===== src/hdl/gas_bank_params.svh =====
/*
 Offsets, reset values and bus constants of the gas sensor register bank.
 Assumes inclusion by the modules that need these values; the package does not include it.
*/
`ifndef GAS_BANK_PARAMS_SVH
`define GAS_BANK_PARAMS_SVH
`define SLAVE_ADDR 7'h41
`define IDX_GAS_LEVEL 8'h02
`define IDX_SMOOTHING 8'h04
`define IDX_CAL_TRIGGER 8'h05
`define IDX_INIT_BG 8'h06
`define IDX_RECUR_BG 8'h08
`define IDX_BG_TARGET 8'h0C
`define IDX_FRESH_TARGET 8'h12
`define IDX_KNOWN_TARGET 8'h14
`define IDX_ALTITUDE 8'h1E
`define IDX_SERIAL 8'h26
`define IDX_BG_CONTROL 8'h4E
`define RST_SMOOTHING 8'h10
`define RST_INIT_BG 16'h2F40
`define RST_RECUR_BG 16'h3600
`define RST_BG_TARGET 16'h0190
`define RST_FRESH_TARGET 16'h0190
`define RST_KNOWN_TARGET 16'h0000
`define RST_ALTITUDE 16'h2000
`define RST_BG_CONTROL 8'h02
`define BG_ENABLED 8'h02
`define CAL_FRESH_BIT 0
`define CAL_KNOWN_VALUE 8'h02
`endif


===== src/hdl/gas_bank_pkg.sv =====
/*
 Types shared by the gas sensor register bank modules.
 Assumes the params header for numeric constants.
*/
package gas_bank_pkg;
    typedef enum logic [2:0] {
        ST_IDLE, ST_ADDR, ST_ADDR_ACK, ST_INDEX, ST_WDATA, ST_DACK, ST_RDATA, ST_RACK
    } link_state_e;
    typedef logic [7:0] byte_t;
endpackage : gas_bank_pkg


===== src/hdl/reg_port_if.sv =====
/*
 Byte-wide register access port between the serial engine and the register file.
 Assumes both ends run on the same clock.
*/
`timescale 1ns/100ps
interface reg_port_if;
    logic [7:0] index;
    logic [7:0] wdata;
    logic wr;
    logic [7:0] rdata;
    modport engine (output index, output wdata, output wr, input rdata);
    modport regs (input index, input wdata, input wr, output rdata);
endinterface : reg_port_if


===== src/hdl/gas_reg_file.sv =====
/*
 Register file of the gas sensor, byte addressed by register index.
 Assumes writes arrive as one-cycle strobes on the register port.
*/
`timescale 1ns/100ps
`include "gas_bank_params.svh"
module gas_reg_file
    import gas_bank_pkg::*;
(
    // Clock and reset
    input wire logic clock,
    input wire logic resetn,
    // Register port
    reg_port_if.regs port,
    // Device side
    input wire logic [15:0] gas_level,
    input wire logic [31:0] unit_serial,
    output logic [7:0] smoothing,
    output logic [15:0] init_bg_interval,
    output logic [15:0] recur_bg_interval,
    output logic [15:0] bg_target,
    output logic [15:0] fresh_target,
    output logic [15:0] known_target,
    output logic [15:0] altitude,
    output logic [7:0] bg_control,
    output logic fresh_cal,
    output logic known_cal,
    output logic recur_written
);
    logic [7:0] smooth_q, smooth_d, bgc_q, bgc_d;
    logic [15:0] init_q, init_d, recur_q, recur_d, bgt_q, bgt_d;
    logic [15:0] fresh_q, fresh_d, known_q, known_d, alt_q, alt_d;
    logic fcal_q, fcal_d, kcal_q, kcal_d, rw_q, rw_d;
    logic [7:0] rd;
    logic [7:0] ix;

    assign ix = port.index;

    // Byte update of a 16-bit register, high byte at the even index
    function automatic logic [15:0] put16(input logic [15:0] cur, input logic hi,
                                          input logic [7:0] b);
        put16 = hi ? {b, cur[7:0]} : {cur[15:8], b};
    endfunction : put16

    always_comb begin
        smooth_d = smooth_q;
        bgc_d = bgc_q;
        init_d = init_q;
        recur_d = recur_q;
        bgt_d = bgt_q;
        fresh_d = fresh_q;
        known_d = known_q;
        alt_d = alt_q;
        fcal_d = 1'b0;
        kcal_d = 1'b0;
        rw_d = 1'b0;
        if (port.wr) begin
            case (ix)
                `IDX_SMOOTHING: smooth_d = port.wdata;
                `IDX_CAL_TRIGGER: begin
                    fcal_d = port.wdata[`CAL_FRESH_BIT];
                    kcal_d = (port.wdata == `CAL_KNOWN_VALUE);
                end
                `IDX_INIT_BG: init_d = put16(init_q, 1'b1, port.wdata);
                `IDX_INIT_BG + 8'h01: init_d = put16(init_q, 1'b0, port.wdata);
                `IDX_RECUR_BG: begin
                    recur_d = put16(recur_q, 1'b1, port.wdata);
                end
                `IDX_RECUR_BG + 8'h01: begin
                    recur_d = put16(recur_q, 1'b0, port.wdata);
                    rw_d = 1'b1;
                end
                `IDX_BG_TARGET: bgt_d = put16(bgt_q, 1'b1, port.wdata);
                `IDX_BG_TARGET + 8'h01: bgt_d = put16(bgt_q, 1'b0, port.wdata);
                `IDX_FRESH_TARGET: fresh_d = put16(fresh_q, 1'b1, port.wdata);
                `IDX_FRESH_TARGET + 8'h01: fresh_d = put16(fresh_q, 1'b0, port.wdata);
                `IDX_KNOWN_TARGET: known_d = put16(known_q, 1'b1, port.wdata);
                `IDX_KNOWN_TARGET + 8'h01: known_d = put16(known_q, 1'b0, port.wdata);
                `IDX_ALTITUDE: alt_d = put16(alt_q, 1'b1, port.wdata);
                `IDX_ALTITUDE + 8'h01: alt_d = put16(alt_q, 1'b0, port.wdata);
                `IDX_BG_CONTROL: bgc_d = port.wdata;
                default: ;
            endcase
        end
    end

    always_ff @(posedge clock or negedge resetn) begin
        if (!resetn) begin
            smooth_q <= `RST_SMOOTHING;
            bgc_q <= `RST_BG_CONTROL;
            init_q <= `RST_INIT_BG;
            recur_q <= `RST_RECUR_BG;
            bgt_q <= `RST_BG_TARGET;
            fresh_q <= `RST_FRESH_TARGET;
            known_q <= `RST_KNOWN_TARGET;
            alt_q <= `RST_ALTITUDE;
            fcal_q <= 1'b0;
            kcal_q <= 1'b0;
            rw_q <= 1'b0;
        end else begin
            smooth_q <= smooth_d;
            bgc_q <= bgc_d;
            init_q <= init_d;
            recur_q <= recur_d;
            bgt_q <= bgt_d;
            fresh_q <= fresh_d;
            known_q <= known_d;
            alt_q <= alt_d;
            fcal_q <= fcal_d;
            kcal_q <= kcal_d;
            rw_q <= rw_d;
        end
    end

    // Read mux, zero for unlisted and write-only indices
    always_comb begin
        case (ix)
            `IDX_GAS_LEVEL: rd = gas_level[15:8];
            `IDX_GAS_LEVEL + 8'h01: rd = gas_level[7:0];
            `IDX_SMOOTHING: rd = smooth_q;
            `IDX_INIT_BG: rd = init_q[15:8];
            `IDX_INIT_BG + 8'h01: rd = init_q[7:0];
            `IDX_RECUR_BG: rd = recur_q[15:8];
            `IDX_RECUR_BG + 8'h01: rd = recur_q[7:0];
            `IDX_BG_TARGET: rd = bgt_q[15:8];
            `IDX_BG_TARGET + 8'h01: rd = bgt_q[7:0];
            `IDX_FRESH_TARGET: rd = fresh_q[15:8];
            `IDX_FRESH_TARGET + 8'h01: rd = fresh_q[7:0];
            `IDX_KNOWN_TARGET: rd = known_q[15:8];
            `IDX_KNOWN_TARGET + 8'h01: rd = known_q[7:0];
            `IDX_ALTITUDE: rd = alt_q[15:8];
            `IDX_ALTITUDE + 8'h01: rd = alt_q[7:0];
            `IDX_SERIAL: rd = unit_serial[31:24];
            `IDX_SERIAL + 8'h01: rd = unit_serial[23:16];
            `IDX_SERIAL + 8'h02: rd = unit_serial[15:8];
            `IDX_SERIAL + 8'h03: rd = unit_serial[7:0];
            `IDX_BG_CONTROL: rd = bgc_q;
            default: rd = 8'h00;
        endcase
    end
    assign port.rdata = rd;

    assign smoothing = smooth_q;
    assign init_bg_interval = init_q;
    assign recur_bg_interval = recur_q;
    assign bg_target = bgt_q;
    assign fresh_target = fresh_q;
    assign known_target = known_q;
    assign altitude = alt_q;
    assign bg_control = bgc_q;
    assign fresh_cal = fcal_q;
    assign known_cal = kcal_q;
    assign recur_written = rw_q;

    chk_known_pulse: assert property (@(posedge clock) disable iff (!resetn)
        (port.wr && ix == `IDX_CAL_TRIGGER && port.wdata == 8'h02) |=> known_cal && !fresh_cal)
        else $error("known-gas trigger missing");
    chk_fresh_pulse: assert property (@(posedge clock) disable iff (!resetn)
        (port.wr && ix == `IDX_CAL_TRIGGER && port.wdata[0]) |=> fresh_cal ##1 !fresh_cal)
        else $error("fresh-air trigger not one cycle");
    chk_smooth_hold: assert property (@(posedge clock) disable iff (!resetn)
        !(port.wr && ix == `IDX_SMOOTHING) |=> $stable(smoothing))
        else $error("smoothing changed without write");
    chk_ro_ignore: assert property (@(posedge clock) disable iff (!resetn)
        (port.wr && ix == `IDX_GAS_LEVEL) |=> $stable(bg_control) && $stable(altitude))
        else $error("read-only write disturbed state");
endmodule : gas_reg_file


===== src/hdl/gas_i2c_bank.sv =====
/*
 I2C slave register bank of a gas sensor: framing, index, byte transfer.
 Assumes SCL and SDA already synchronous to clock and the pad resolves drive.
*/
`timescale 1ns/100ps
`include "gas_bank_params.svh"
// Functional notes
// - Read: START, index, then one or more data bytes out, then STOP; the engine keeps sending bytes while the host acknowledges.
// - Index 0x02 returns measured gas level, two bytes, high byte first.
// - Index 0x04 holds smoothing byte, range 1 to 255, resets to 16.
// - Writing bit 0 set to 0x05 fires a fresh-air calibration pulse.
// - Writing 0x02 to 0x05 fires a known-gas calibration pulse.
// - Index 0x06 holds initial background interval, half-second units, reset 12096.
// - Index 0x08 holds recurring background interval, reset 13824.
// - Index 0x0C holds background target level, reset 400.
// - Index 0x12 holds fresh-air target level, reset 400.
// - Index 0x14 holds known-gas target, two bytes, high byte first.
// - Index 0x1E holds altitude correction, range 0 to 32768, reset 8192.
// - Index 0x26 returns the 32-bit serial number as four bytes.
// - Index 0x4E: 0x00 disables, 0x02 enables background calibration; reset enabled.
// - Answer only at seven-bit bus address 0x41.
// - Stray STOP mid-transfer returns the engine to idle; a stray START restarts the address phase.
module gas_i2c_bank
    import gas_bank_pkg::*;
(
    // Clock and reset
    input wire logic clock,
    input wire logic resetn,
    // I2C pins
    input wire logic scl_in,
    input wire logic sda_in,
    output logic sda_out,
    output logic sda_oe,
    // Measurement side
    input wire logic [15:0] gas_level,
    input wire logic [31:0] unit_serial,
    // Configuration out
    output logic [7:0] smoothing,
    output logic [15:0] init_bg_interval,
    output logic [15:0] recur_bg_interval,
    output logic [15:0] bg_target,
    output logic [15:0] fresh_target,
    output logic [15:0] known_target,
    output logic [15:0] altitude,
    output logic bg_cal_enable,
    // Calibration events
    output logic fresh_cal,
    output logic known_cal,
    output logic force_bg_cal
);
    reg_port_if port ();

    link_state_e st_q, st_d;
    logic scl_q, sda_q;
    logic [2:0] bit_q, bit_d;
    logic [7:0] sh_q, sh_d;
    logic [7:0] idx_q, idx_d;
    logic drv_q, drv_d;
    logic wr_q, wr_d;
    logic [7:0] wd_q, wd_d;
    logic rnw_q, rnw_d;
    logic recur_written;
    logic [7:0] bg_control;
    logic scl_rise, scl_fall, start_seen, stop_seen;

    // Bus condition detection on previous samples
    assign scl_rise = scl_in && !scl_q;
    assign scl_fall = !scl_in && scl_q;
    assign start_seen = scl_in && scl_q && sda_q && !sda_in;
    assign stop_seen = scl_in && scl_q && !sda_q && sda_in;

    always_comb begin
        st_d = st_q;
        bit_d = bit_q;
        sh_d = sh_q;
        idx_d = idx_q;
        drv_d = drv_q;
        wr_d = 1'b0;
        wd_d = wd_q;
        rnw_d = rnw_q;
        if (start_seen) begin
            st_d = ST_ADDR;
            bit_d = 3'h0;
            sh_d = 8'h00;
            drv_d = 1'b0;
        end else if (stop_seen) begin
            st_d = ST_IDLE;
            drv_d = 1'b0;
        end else begin
            case (st_q)
                ST_IDLE: drv_d = 1'b0;
                ST_ADDR, ST_INDEX, ST_WDATA: begin
                    if (scl_rise) begin
                        sh_d = {sh_q[6:0], sda_in};
                        bit_d = bit_q + 3'h1;
                    end
                    if (scl_fall && bit_q == 3'h0 && st_q == ST_ADDR
                            && sh_q != 8'h00) begin
                        if (sh_q[7:1] == `SLAVE_ADDR) begin
                            rnw_d = sh_q[0];
                            drv_d = 1'b1;
                            st_d = ST_ADDR_ACK;
                        end else begin
                            st_d = ST_IDLE;
                        end
                    end else if (scl_fall && bit_q == 3'h0 && st_q == ST_INDEX) begin
                        idx_d = sh_q;
                        drv_d = 1'b1;
                        st_d = ST_DACK;
                    end else if (scl_fall && bit_q == 3'h0 && st_q == ST_WDATA) begin
                        wd_d = sh_q;
                        wr_d = 1'b1;
                        drv_d = 1'b1;
                        st_d = ST_DACK;
                    end
                end
                ST_ADDR_ACK: begin
                    if (scl_fall) begin
                        bit_d = 3'h0;
                        sh_d = 8'h00;
                        if (rnw_q) begin
                            sh_d = port.rdata;
                            drv_d = !port.rdata[7];
                            st_d = ST_RDATA;
                        end else begin
                            drv_d = 1'b0;
                            st_d = ST_INDEX;
                        end
                    end
                end
                ST_DACK: begin
                    if (scl_fall) begin
                        drv_d = 1'b0;
                        bit_d = 3'h0;
                        sh_d = 8'h00;
                        st_d = ST_WDATA;
                        if (wd_q != 8'h00 || idx_q != sh_q) begin
                            idx_d = idx_q;
                        end
                    end
                end
                ST_RDATA: begin
                    if (scl_fall) begin
                        bit_d = bit_q + 3'h1;
                        if (bit_q == 3'h7) begin
                            drv_d = 1'b0;
                            idx_d = idx_q + 8'h01;
                            st_d = ST_RACK;
                        end else begin
                            sh_d = {sh_q[6:0], 1'b0};
                            drv_d = !sh_q[6];
                        end
                    end
                end
                ST_RACK: begin
                    if (scl_rise) begin
                        rnw_d = !sda_in;
                    end
                    if (scl_fall) begin
                        if (rnw_q) begin
                            sh_d = port.rdata;
                            drv_d = !port.rdata[7];
                            bit_d = 3'h0;
                            st_d = ST_RDATA;
                        end else begin
                            st_d = ST_IDLE;
                        end
                    end
                end
                default: st_d = ST_IDLE;
            endcase
        end
        // Index advances after each written byte
        if (wr_q) begin
            idx_d = idx_q + 8'h01;
        end
    end

    always_ff @(posedge clock or negedge resetn) begin
        if (!resetn) begin
            st_q <= ST_IDLE;
            scl_q <= 1'b1;
            sda_q <= 1'b1;
            bit_q <= 3'h0;
            sh_q <= 8'h00;
            idx_q <= 8'h00;
            drv_q <= 1'b0;
            wr_q <= 1'b0;
            wd_q <= 8'h00;
            rnw_q <= 1'b0;
        end else begin
            st_q <= st_d;
            scl_q <= scl_in;
            sda_q <= sda_in;
            bit_q <= bit_d;
            sh_q <= sh_d;
            idx_q <= idx_d;
            drv_q <= drv_d;
            wr_q <= wr_d;
            wd_q <= wd_d;
            rnw_q <= rnw_d;
        end
    end

    assign port.index = idx_q;
    assign port.wdata = wd_q;
    assign port.wr = wr_q;

    // Open drain: drive low only
    assign sda_out = 1'b0;
    assign sda_oe = drv_q;

    gas_reg_file u_regs (
        .clock(clock),
        .resetn(resetn),
        .port(port),
        .gas_level(gas_level),
        .unit_serial(unit_serial),
        .smoothing(smoothing),
        .init_bg_interval(init_bg_interval),
        .recur_bg_interval(recur_bg_interval),
        .bg_target(bg_target),
        .fresh_target(fresh_target),
        .known_target(known_target),
        .altitude(altitude),
        .bg_control(bg_control),
        .fresh_cal(fresh_cal),
        .known_cal(known_cal),
        .recur_written(recur_written)
    );

    assign bg_cal_enable = (bg_control == `BG_ENABLED);
    // Zero written to recurring interval while enabled forces calibration
    assign force_bg_cal = recur_written && recur_bg_interval == 16'h0000
                          && bg_cal_enable;

    // Framing checks
    chk_stop_idle: assert property (@(posedge clock) disable iff (!resetn)
        stop_seen |=> st_q == ST_IDLE && !sda_oe)
        else $error("stop did not return to idle");

    chk_start_addr: assert property (@(posedge clock) disable iff (!resetn)
        start_seen |=> st_q == ST_ADDR && !sda_oe)
        else $error("start did not restart address phase");

    chk_start_clear: assert property (@(posedge clock) disable iff (!resetn)
        start_seen |=> sh_q == 8'h00 && bit_q == 3'h0)
        else $error("start left stale shift state");

    chk_idle_release: assert property (@(posedge clock) disable iff (!resetn)
        st_q == ST_IDLE |-> !sda_oe)
        else $error("pin driven while idle");

    chk_addr_match: assert property (@(posedge clock) disable iff (!resetn)
        (st_q == ST_ADDR_ACK) |-> sda_oe && sh_q[7:1] == `SLAVE_ADDR)
        else $error("address ack missing");

    chk_foreign_addr: assert property (@(posedge clock) disable iff (!resetn)
        (st_q == ST_ADDR && scl_fall && bit_q == 3'h0 && sh_q != 8'h00
            && sh_q[7:1] != `SLAVE_ADDR)
        |=> st_q == ST_IDLE && !sda_oe)
        else $error("foreign address not ignored");

    // Read path checks
    chk_read_load: assert property (@(posedge clock) disable iff (!resetn)
        (st_q == ST_ADDR_ACK && rnw_q && scl_fall)
        |=> st_q == ST_RDATA && sh_q == $past(port.rdata))
        else $error("read byte not loaded");

    chk_read_shift: assert property (@(posedge clock) disable iff (!resetn)
        st_q == ST_RDATA |-> sda_oe == !sh_q[7])
        else $error("read bit not on the pin");

    chk_ack_release: assert property (@(posedge clock) disable iff (!resetn)
        st_q == ST_RACK |-> !sda_oe)
        else $error("pin held in host acknowledge");

    chk_read_incr: assert property (@(posedge clock) disable iff (!resetn)
        (st_q == ST_RDATA && st_d == ST_RACK && !start_seen && !stop_seen)
        |=> port.index == $past(port.index) + 8'h01)
        else $error("index not advanced on read");

    // Write path checks
    chk_write_ack: assert property (@(posedge clock) disable iff (!resetn)
        port.wr |-> st_q == ST_DACK && sda_oe)
        else $error("written byte not acknowledged");

    chk_write_incr: assert property (@(posedge clock) disable iff (!resetn)
        port.wr |=> port.index == $past(port.index) + 8'h01)
        else $error("index not advanced on write");

    chk_force_event: assert property (@(posedge clock) disable iff (!resetn)
        (port.wr && port.index == `IDX_RECUR_BG + 8'h01 && port.wdata == 8'h00
            && recur_bg_interval[15:8] == 8'h00 && bg_cal_enable)
        |=> force_bg_cal)
        else $error("forced calibration missing");
endmodule : gas_i2c_bank


===== config.mk =====
export PLATFORM = sky130hd
export DESIGN_NAME = gas_i2c_bank
export DESIGN_NICKNAME = d
export VERILOG_FILES = /design/src/hdl/gas_bank_pkg.sv /design/src/hdl/reg_port_if.sv /design/src/hdl/gas_reg_file.sv /design/src/hdl/gas_i2c_bank.sv
export VERILOG_INCLUDE_DIRS = /design/src /design/src/hdl
export SDC_FILE = /design/constraint.sdc
export NUM_CORES = 1
export LEC_CHECK = 0
export CAP_MARGIN = 20
export CORE_MARGIN = 2
export CORE_UTILIZATION = 58
export DETAILED_ROUTE_END_ITERATION = 10
export DONT_BUFFER_PORTS = 1
export GPL_TIMING_DRIVEN = 0
export HOLD_SLACK_MARGIN = 0.15
export PLACE_DENSITY = 0.86
export RECOVER_POWER = 50
export SLEW_MARGIN = 30
export SYNTH_ARGS = -nofsm -noshare
export SYNTH_HDL_FRONTEND = slang
export SYNTH_SLANG_ARGS = --single-unit

===== constraint.sdc =====
create_clock -name clock -period 2.3 [get_ports clock]
set_input_delay 0.23 -clock clock [delete_from_list [all_inputs] [get_ports clock]]
set_output_delay 0.23 -clock clock [all_outputs]
set_load 0.01 [all_outputs]

==> flow_metrics.env, run 1 <==
export IMPL_status="finished with violations"
export IMPL_failed_checks="negative hold slack, negative setup slack"
export IMPL_cts_tree="yes"
export IMPL_fin_crit_ns=2.406
export IMPL_final_cell_mix="129 x dfrtp_1, 100 x mux2_2, 70 x nand2_1"
export IMPL_portBuffers=0
export IMPL_synth_fa_ha_area_share_pct=1.073
export IMPL_yosys_warnings=0
export IMPL_via_per_inst=7.495
export IMPL_grt_usage_pct=40.30
export IMPL_vias=7547
export IMPL_dp_hpwl_um=20250
export IMPL_finalMaxSlewViolations=0
export IMPL_grt_pass1_wl_um=44110
export IMPL_yosys_area_share_simple_pct=16.13
export IMPL_ys_flop_type="dfrtp_1"
export IMPL_wl_per_cell_um=30.38
export IMPL_crit_type="flop to flop"
export IMPL_endpoint_kind="flop"
export IMPL_place_congestion=1.034
export IMPL_crit_arrival_ns=2.72
export IMPL_fill_cells=959
export IMPL_drtIter0Drc=1205
export IMPL_final_layout_size_suffix_gt1_share_pct=34.50
export IMPL_pin_count=162
export IMPL_syn_num_nets=832
export IMPL_hold_class="input port to async pin"
export IMPL_period_share_pct=104.6
export IMPL_fin_nets=872
export IMPL_grt_overflow=0
export IMPL_core_region_area_um2=13830
export IMPL_clk_pin_slew_ns=0.07
export IMPL_cts_sinks=150
export IMPL_fin_ws_ns=-0.1060
export IMPL_area_growth_pct=18.81
export IMPL_synth_area_leaders="dfrtp_1 40%, mux2_2 14%, dfstp_2 6.8%, nand2_1 3.3%, o21ai_0 3.0%"
export IMPL_cp_slowest_cell="a221o_1"
export IMPL_ant_nets=0
export IMPL_hold_slack_ns=-0.5162
export IMPL_antenna_found_initial=0
export IMPL_setup_tns_ns=-0.3977
export IMPL_synth_edf_count=0
export IMPL_cp_common_cell="a221o_1"
export IMPL_r2r_slack_ns=-0.11
export IMPL_syn_area_um2=8163
export IMPL_clockBufferDepth=2
export IMPL_final_common_cell="dfrtp_1"
export IMPL_netlist_instances=773
export IMPL_drc_errors=0
export IMPL_finClkSkew_ns=0.009827
export IMPL_dieHeight_um=122.6
export IMPL_setup_viol=7
export IMPL_max_freq_mhz=415.6
export IMPL_start_util_pct=59.04
export IMPL_grt_max_degree=151
export IMPL_yosys_register_bits=150
export IMPL_cts_made_buffers=17
export IMPL_synth_top_family_by_area="multiplexers"
export IMPL_crit_chain="buf_6 > inv_4 > ha_4 > and3_2 > a221o_1 > a221o_1 > nor3_4 > o221ai_2"
export IMPL_crit_required_ns=2.61
export IMPL_clk_latency_ns=0.44
export IMPL_routed_wl_um=30590
export IMPL_max_stage_delay_ns=0.43
export IMPL_ys_async_sr_fraction_pct=100.0
export IMPL_synth_cell_type_count=70
export IMPL_fin_area_um2=9698
export IMPL_syn_area_per_cell_um2=10.56
export IMPL_htree_num_levels=4
export IMPL_power_density_nw_per_um2=1028
export IMPL_worst_slew_pin_slew_ns=0.8793
export IMPL_firstDrtPassIters=6
export IMPL_critPathLaunchType="flop"
export IMPL_synth_mux_area_share_pct=16.68
export IMPL_synth_compound_area_share_pct=15.70
export IMPL_max_cap_viol_count=0
export IMPL_maxSlewHeadroom_pct=41.38
export IMPL_synth_seq_area_share_pct=46.31
export IMPL_placed_cell_area_um2=8388
export IMPL_synth_xor_area_share_pct=0.1073
export IMPL_synth_top_area_share_pct=39.55
export IMPL_dieArea_um2=15040
export IMPL_synth_top_area_cell="dfrtp_1"
export IMPL_grt_pass1_vias=7157
export IMPL_rsz0062_at_grt="yes"
export IMPL_vdd_drop_max_uv=632.5
export IMPL_rows=43
export IMPL_cts_hold_buf=2
export IMPL_crit_path_max_fanout=6
export IMPL_p_leak_nw=4.253
export IMPL_fp_dieW_um=122.6
export IMPL_cts_root_buf="clkbuf_16"
export IMPL_hold_viol_final=150
==> final cells by class <==
cell class / instances / area, µm² / area share (%)
antenna: 1 / 2.502 / 0.02580
clock buffer: 18 / 429.2 / 4.425
sequential: 150 / 3780 / 38.98
clock inverter: 14 / 185.2 / 1.909
tap: 180 / 225.2 / 2.322
multi-input combinational: 553 / 4390 / 45.27
timing repair buffer: 27 / 250.2 / 2.580
inverter: 13 / 55.05 / 0.5677
buffer: 51 / 380.4 / 3.922
==> path summary, 6_finish.rpt <==
path	from	end	depth (start not counted)
worst max register to register	idx_q[0]	sh_q[7]	8
max in group asynchronous	resetn	u_regs.recur_bg_interval[10]	0
worst min-delay path	resetn	port.wdata[6]	0
worst max-delay path	idx_q[0]	sh_q[7]	8
worst min register to register	u_regs.fresh_target[8]	u_regs.fresh_target[8]	2
min in group clock	unit_serial[26]	sh_q[2]	4
==> worst max-delay path: cells and delay by family, from the launching register on <==
family                     cells  cell delay, ns
AOI/OAI and AO/OA              3            0.94
adders and majority gates      1            0.17
buffers and inverters          2            0.16
DFF                            1            0.41
and+or+nand+nor                2            0.59
==> synthesized netlist by cell type (all sizes together) (4+ instances only) <==
library cell  number
a22oi             21
mux2i             13
inv               13
nand3b             6
a32oi             10
nor2b              5
buf               28
dfrtp            129
nand2b            10
a22o              12
and2               4
nand2             72
or3                5
o22ai             10
nor4              11
ha                 7
mux2             107
nand3             34
a31oi              6
nand4              9
nor3              17
a221o              4
nor2              36
o21ai             49
clkbuf            30
and3b              4
o221ai             8
o32ai              5
and3               6
dfstp             21
a221oi             8
a21oi             33
==> metal layers <==
metal | track usage (%) | vias to the layer above | wire [µm]
met5 | 0 | - | 0
met4 | 20.69 | 0 | 1994
met3 | 17.98 | 190 | 4669
met2 | 56.60 | 744 | 13160
met1 | 52.56 | 3626 | 10780
li1 | - | 2987 | -
==> cell families (layout without fill, tap and decap cells) <==
group | after synthesis | in the layout
adders and majority gates | 7 | 7
AOI/OAI and AO/OA | 188 | 188
other | 1 | 2
xor gates and xnor gates | 1 | 1
muxes | 120 | 120
buffers and inverters | 71 | 123
and+or+nand+nor | 235 | 236
DFF | 150 | 150
==> flip-flops by register name, summed over array words and instances (netlist names), 3 cells and up <==
name / cells
bit_q: 3
u_regs.known_target: 16
idx_q: 8
u_regs.smoothing: 8
u_regs.bg_target: 16
port.wdata: 8
u_regs.init_bg_interval: 16
u_regs.bg_control: 8
sh_q: 8
u_regs.recur_bg_interval: 16
st_q: 3
u_regs.altitude: 16
u_regs.fresh_target: 16
==> power breakdown <==
part / internal, mW / leakage (nW) / switching, mW / total, mW
clock network: 1.74 / 0.296 / 1.22 / 2.96
logic: 1.36 / 1.96 / 2.52 / 3.88
registers: 2.83 / 2.00 / 0.296 / 3.13
==> stage by stage <==
step | instances | worst slack, ns | utilization (%) | power, mW
after floorplan | 773 | 0.07504 | - | 4.967
after global placement | 953 | -0.8087 | 60.66 | 5.955
after detailed placement | 953 | -0.7963 | 60.66 | 5.959
after CTS | 1001 | -0.04283 | 67.98 | 9.236
after global routing | 1006 | -0.09232 | 70.12 | 10.19
final | 1007 | -0.1060 | 70.14 | 9.969
==> what timing repair did <==
| item | 4_1_cts | 5_1_grt |
|---|---|---|
| gates cloned | 1 | 2 |
| endpoints found under the hold margin | 160 | 150 |
| resized for setup | 60 | 62 |
| endpoints found under the setup margin | 100 | 48 |
| pin swaps | 15 | 20 |
| setup buffers | 18 | 5 |
No activity file was read; power rests on OpenSTA's default activity.
==> run 2: changes to the inputs <==
--- a/config.mk
+++ b/config.mk
@@ -13,8 +13,9 @@
 export DONT_BUFFER_PORTS = 1
 export GPL_TIMING_DRIVEN = 0
 export HOLD_SLACK_MARGIN = 0.15
-export PLACE_DENSITY = 0.86
+export PLACE_DENSITY = 0.76
 export RECOVER_POWER = 50
+export SKIP_CTS_REPAIR_TIMING = 1
 export SLEW_MARGIN = 30
 export SYNTH_ARGS = -nofsm -noshare
 export SYNTH_HDL_FRONTEND = slang
==> flow_metrics.env, run 2 (synthesis gave the netlist of run 1 again) <==
export IMPL_status="finished with violations"
export IMPL_failed_checks="negative hold slack, negative setup slack"
export IMPL_cts_tree="yes"
export IMPL_portBuffers=0
export IMPL_cts_sinks=150
export IMPL_wl_per_cell_um=30.14
export IMPL_p_sw_share_pct=41.51
export IMPL_crit_arrival_ns=2.72
export IMPL_power_switching_mw=3.936
export IMPL_dieHeight_um=122.6
export IMPL_worst_slew_pin_slew_ns=0.9356
export IMPL_endpoint_kind="flop"
export IMPL_final_common_cell="dfrtp_1"
export IMPL_critPathLaunchType="flop"
export IMPL_reg2reg_from="idx_q[0]"
export IMPL_ant_nets=0
export IMPL_clk_pin_slew_ns=0.07
export IMPL_fp_dieW_um=122.6
export IMPL_hold_viol_final=150
export IMPL_pwr_share_seq_pct=33.1
export IMPL_clk_latency_ns=0.43
export IMPL_total_power_mw=9.483
export IMPL_area_growth_pct=19.08
export IMPL_rows=43
export IMPL_pin_count=162
export IMPL_clockBufferDepth=2
export IMPL_fin_nets=874
export IMPL_p_int_mw=5.547
export IMPL_drc_errors=0
export IMPL_core_region_area_um2=13830
export IMPL_firstDrtPassIters=6
export IMPL_grt_max_degree=151
export IMPL_fin_crit_ns=2.413
export IMPL_clkPwrFrac_pct=29.1
export IMPL_period_share_pct=104.9
export IMPL_r2r_slack_ns=-0.11
export IMPL_hold_slack_ns=-0.5140
export IMPL_finClkSkew_ns=0.007461
export IMPL_grt_overflow=0
export IMPL_fin_area_um2=9721
export IMPL_vias=7442
export IMPL_crit_type="flop to flop"
export IMPL_fin_ws_ns=-0.1125
export IMPL_finish_utilization_pct=70.30
export IMPL_p_leak_nw=4.195
export IMPL_setup_tns_ns=-0.4043
export IMPL_final_layout_size_suffix_gt1_share_pct=36.71
export IMPL_crit_required_ns=2.61
export IMPL_htree_num_levels=4
export IMPL_grt_pass1_wl_um=44110
export IMPL_comb_power_share_pct=37.7
export IMPL_antenna_found_initial=0
export IMPL_insertedDiodeCount=0
export IMPL_power_density_nw_per_um2=975.5
export IMPL_via_per_inst=7.383
export IMPL_setup_viol=7
export IMPL_final_cell_mix="125 x dfrtp_1, 100 x mux2_2, 67 x nand2_1"
export IMPL_cts_root_buf="clkbuf_16"
export IMPL_vdd_drop_max_uv=702.3
export IMPL_placed_cell_area_um2=8388
export IMPL_grt_pass1_vias=7164
export IMPL_finalMaxSlewViolations=0
export IMPL_place_congestion=1.057
export IMPL_grt_usage_pct=40.58
export IMPL_reg2reg_depth=9
export IMPL_routed_wl_um=30380
export IMPL_hold_class="input port to async pin"
export IMPL_drtIter0Drc=975
export IMPL_fill_cells=1006
export IMPL_max_cap_viol_count=0
export IMPL_post_place_ws_ns=-0.8569
export IMPL_maxSlewHeadroom_pct=37.63
export IMPL_crit_path_max_fanout=8
export IMPL_rsz0062_at_grt="yes"
export IMPL_r2r_end="sh_q[2]"
export IMPL_start_util_pct=59.04
export IMPL_dieArea_um2=15040
export IMPL_dp_hpwl_um=21420
export IMPL_max_freq_mhz=414.5
export IMPL_cts_made_buffers=17
run 2: cell types whose count changed in the layout (fill, tap and decap cells not counted), sizes merged:
cell,delta
buf,+7
bufinv,-3
clkinvlp,+1
nor3b,-1
inv,+2
clkinv,-1
diode,-1
clkbuf,-3
run 2: worst max-delay path by stage:
stage	to	cells past startpoint	slack, ns	startpoint
final	sh_q[2]	9	-0.11	idx_q[0]
after global routing	sh_q[2]	9	-0.16	idx_q[0]
after CTS	u_regs.altitude[15]	7	-0.84	idx_q[0]
after detailed placement	u_regs.altitude[15]	7	-0.86	idx_q[0]
after global placement	u_regs.altitude[9]	7	-0.88	idx_q[0]
after floorplan	sh_q[0]	9	0.08	idx_q[0]
run 2: worst max-delay path, stage by stage (launching register included):
cell and delay (ns):
dfrtp_2 0.48, ha_4 0.19, buf_8 0.14, buf_8 0.14, a222oi_1 0.51, nor2_1 0.11, a31oi_1 0.22, o32ai_2 0.15
nor4_2 0.19, o221ai_1 0.16
run 2: power by group through the flow:
stage | Sequential [mW] | Clock, mW | Combinational (mW)
after floorplan | 3.04 | 0 | 1.92
after global placement | 3.14 | 0 | 2.76
final | 3.14 | 2.76 | 3.58
after detailed placement | 3.14 | 0 | 2.81
after CTS | 3.10 | 2.77 | 2.83
after global routing | 3.16 | 2.89 | 3.72
run 2: per-layer routing:
metal / GRT usage (%) / share of wire, % / wire [µm]
met1: 53.53 / 36 / 10970
met2: 59.90 / 44 / 13460
met3: 14.68 / 13 / 4024
met4: 18.53 / 6.3 / 1924
met5: 0 / 0 / 0
run 2: final cells by class:
| cell class | instances | area (µm²) | area share (%) |
|---|---|---|---|
| Buffer | 52 | 397.9 | 4.093 |
| Clock buffer | 19 | 452.9 | 4.660 |
| Clock inverter | 13 | 126.4 | 1.300 |
| Inverter | 13 | 58.81 | 0.6050 |
| Multi-Input combinational cell | 552 | 4424 | 45.51 |
| Sequential cell | 150 | 3785 | 38.94 |
| Tap cell | 180 | 225.2 | 2.317 |
| Timing Repair Buffer | 29 | 250.2 | 2.574 |
run 2: per-stage QoR:
stage | std cells | hold WS, ns
after detailed placement | 953 | -0.06172
after global routing | 1008 | -0.5262
final | 1008 | -0.5140
after CTS | 985 | -0.5159
after floorplan | 773 | -0.06559
after global placement | 953 | -0.06188
==> run 3: changes to the inputs <==
==> constraint.sdc (replaced) <==
create_clock -name clock -period 2 [get_ports clock]
set_input_delay 0.2 -clock clock [delete_from_list [all_inputs] [get_ports clock]]
set_output_delay 0.2 -clock clock [all_outputs]
set_load 0.01 [all_outputs]
==> flow_metrics.env, run 3 (synthesis gave the netlist of run 1 again) <==
export IMPL_rows=43
export IMPL_max_freq_mhz=421.1
export IMPL_max_stage_delay_ns=0.45
export IMPL_via_per_inst=7.485
export IMPL_critPathBufInv=3
export IMPL_total_power_mw=11.89
export IMPL_fp_dieW_um=122.6
export IMPL_cts_root_buf="clkbuf_16"
export IMPL_clk_pin_slew_ns=0.06
export IMPL_maxSlewHeadroom_pct=39.91
export IMPL_grt_pass1_vias=6952
export IMPL_cts_tree="yes"
export IMPL_multi_input_area_um2=4726
export IMPL_period_share_pct=118.7
export IMPL_drc_errors=0
export IMPL_antenna_found_initial=0
export IMPL_grt_overflow=0
export IMPL_firstDrtPassIters=8
export IMPL_clockBufferDepth=2
export IMPL_cts_made_buffers=17
export IMPL_start_util_pct=59.04
export IMPL_grt_max_degree=151
export IMPL_ff_latch_area_um2=3787
export IMPL_final_cells=1031
export IMPL_pin_count=162
export IMPL_htree_num_levels=4
export IMPL_vias=7717
export IMPL_final_layout_size_suffix_gt1_share_pct=41.83
export IMPL_ant_nets=0
export IMPL_hold_slack_ns=-0.5505
export IMPL_cts_sinks=150
export IMPL_vdd_drop_max_uv=643.0
export IMPL_dieArea_um2=15040
export IMPL_place_inst=953
export IMPL_area_growth_pct=25.94
export IMPL_cp_slowest_cell="dfrtp_2"
export IMPL_crit_path_max_fanout=10
export IMPL_crit_required_ns=2.31
export IMPL_critPathLaunchType="flop"
export IMPL_cp_top_family="compound AO/OA/AOI/OAI gates"
export IMPL_power_density_nw_per_um2=1157
export IMPL_finalMaxSlewViolations=0
export IMPL_max_cap_viol_count=0
export IMPL_final_common_cell="dfrtp_1"
export IMPL_portBuffers=0
export IMPL_place_congestion=1.016
export IMPL_setup_viol=61
export IMPL_grt_pass1_wl_um=44200
export IMPL_failed_checks="negative hold slack, negative setup slack"
export IMPL_core_region_area_um2=13830
export IMPL_grt_usage_pct=40.99
export IMPL_fin_ws_ns=-0.3745
export IMPL_finClkSkew_ns=0.007421
export IMPL_worst_slew_pin_slew_ns=0.9013
export IMPL_hold_viol_final=150
export IMPL_crit_arrival_ns=2.68
export IMPL_p_leak_nw=4.496
export IMPL_fill_cells=904
export IMPL_wl_per_cell_um=32.06
export IMPL_crit_type="flop to flop"
export IMPL_status="finished with violations"
export IMPL_hold_class="input port to async pin"
export IMPL_clk_latency_ns=0.44
export IMPL_drtIter0Drc=1129
export IMPL_fin_nets=897
export IMPL_insertedDiodeCount=0
export IMPL_endpoint_kind="flop"
export IMPL_dp_hpwl_um=21440
export IMPL_final_cell_mix="123 x dfrtp_1, 99 x mux2_2, 67 x nand2_1"
export IMPL_rsz0062_at_grt="yes"
export IMPL_routed_wl_um=33060
export IMPL_fin_crit_ns=2.375
export IMPL_crit_chain="inv_2 > ha_2 > buf_8 > buf_6 > nand3_2 > o21ai_0 > a222oi_1 > a21oi_2 > nor3_2 > o221ai_1"
export IMPL_dieHeight_um=122.6
export IMPL_finish_utilization_pct=74.35
run 3: changes by cell type in the layout (fill, tap and decap cells not counted), moves of 5 or more:
cell and change:
buf_4 +10, nand3_4 +5, buf_6 +11, inv_8 -6
run 3: area by class of cell:
class	count	share of cell area (%)
Sequential cell	150	36.84
Inverter	13	0.5112
Clock buffer	21	4.479
Buffer	49	4.382
Tap cell	180	2.191
Multi-Input combinational cell	557	45.97
Timing Repair Buffer	50	4.406
Clock inverter	11	1.217
run 3: worst register-to-register path, cell delays in order (launching register included):
cell,delay (ns)
dfrtp_2,0.45
inv_2,0.08
ha_2,0.22
buf_8,0.16
buf_6,0.18
nand3_2,0.11
o21ai_0,0.13
a222oi_1,0.35
a21oi_2,0.14
nor3_2,0.28
o221ai_1,0.15
run 3: metrics by stage:
stage | hold slack [ns] | setup WS, ns | TNS, ns | area, µm²
5_1_grt | -0.5499 | -0.4129 | -8.520 | 10280
2_1_floorplan | -0.09559 | 0.008782 | 0 | 8230
3_3_place_gp | -0.09228 | -0.9581 | -59.49 | 8456
3_5_place_dp | -0.09249 | -1.011 | -63.13 | 8456
4_1_cts | -0.5448 | -1.065 | -66.75 | 9041
6_report | -0.5505 | -0.3745 | -6.921 | 10280
run 3: path summary, 6_finish.rpt:
kind                       cells after the start                          end  slack (ns)            startpoint
hold / removal                                 0  u_regs.recur_bg_interval[1]       -0.55                resetn
hold reg to reg                                1         u_regs.bg_control[2]        0.54  u_regs.bg_control[2]
min in group clock                             4                      sh_q[5]        0.19       unit_serial[29]
max in group asynchronous                      0          u_regs.bg_target[8]        2.24                resetn
setup / recovery                              10                      sh_q[3]       -0.37              idx_q[0]
setup reg to reg                              10                      sh_q[3]       -0.37              idx_q[0]
run 3: power breakdown:
group	internal [mW]	leakage [nW]	total, mW	switching (mW)
registers	3.26	1.99	3.63	0.370
clock network	1.90	0.283	3.26	1.36
logic	1.82	2.22	5.00	3.18
total	6.98	4.50	11.9	4.91
run 3: routing by layer:
| layer | GRT usage, % | share of wire (%) | wire (µm) | vias up |
|---|---|---|---|---|
| li1 | - | - | - | 3057 |
| met1 | 53.99 | 37 | 12140 | 3820 |
| met3 | 13.99 | 14 | 4717 | 159 |
| met2 | 61.22 | 44 | 14400 | 681 |
| met5 | 0 | 0 | 0 | - |
| met4 | 18.68 | 5.5 | 1802 | 0 |
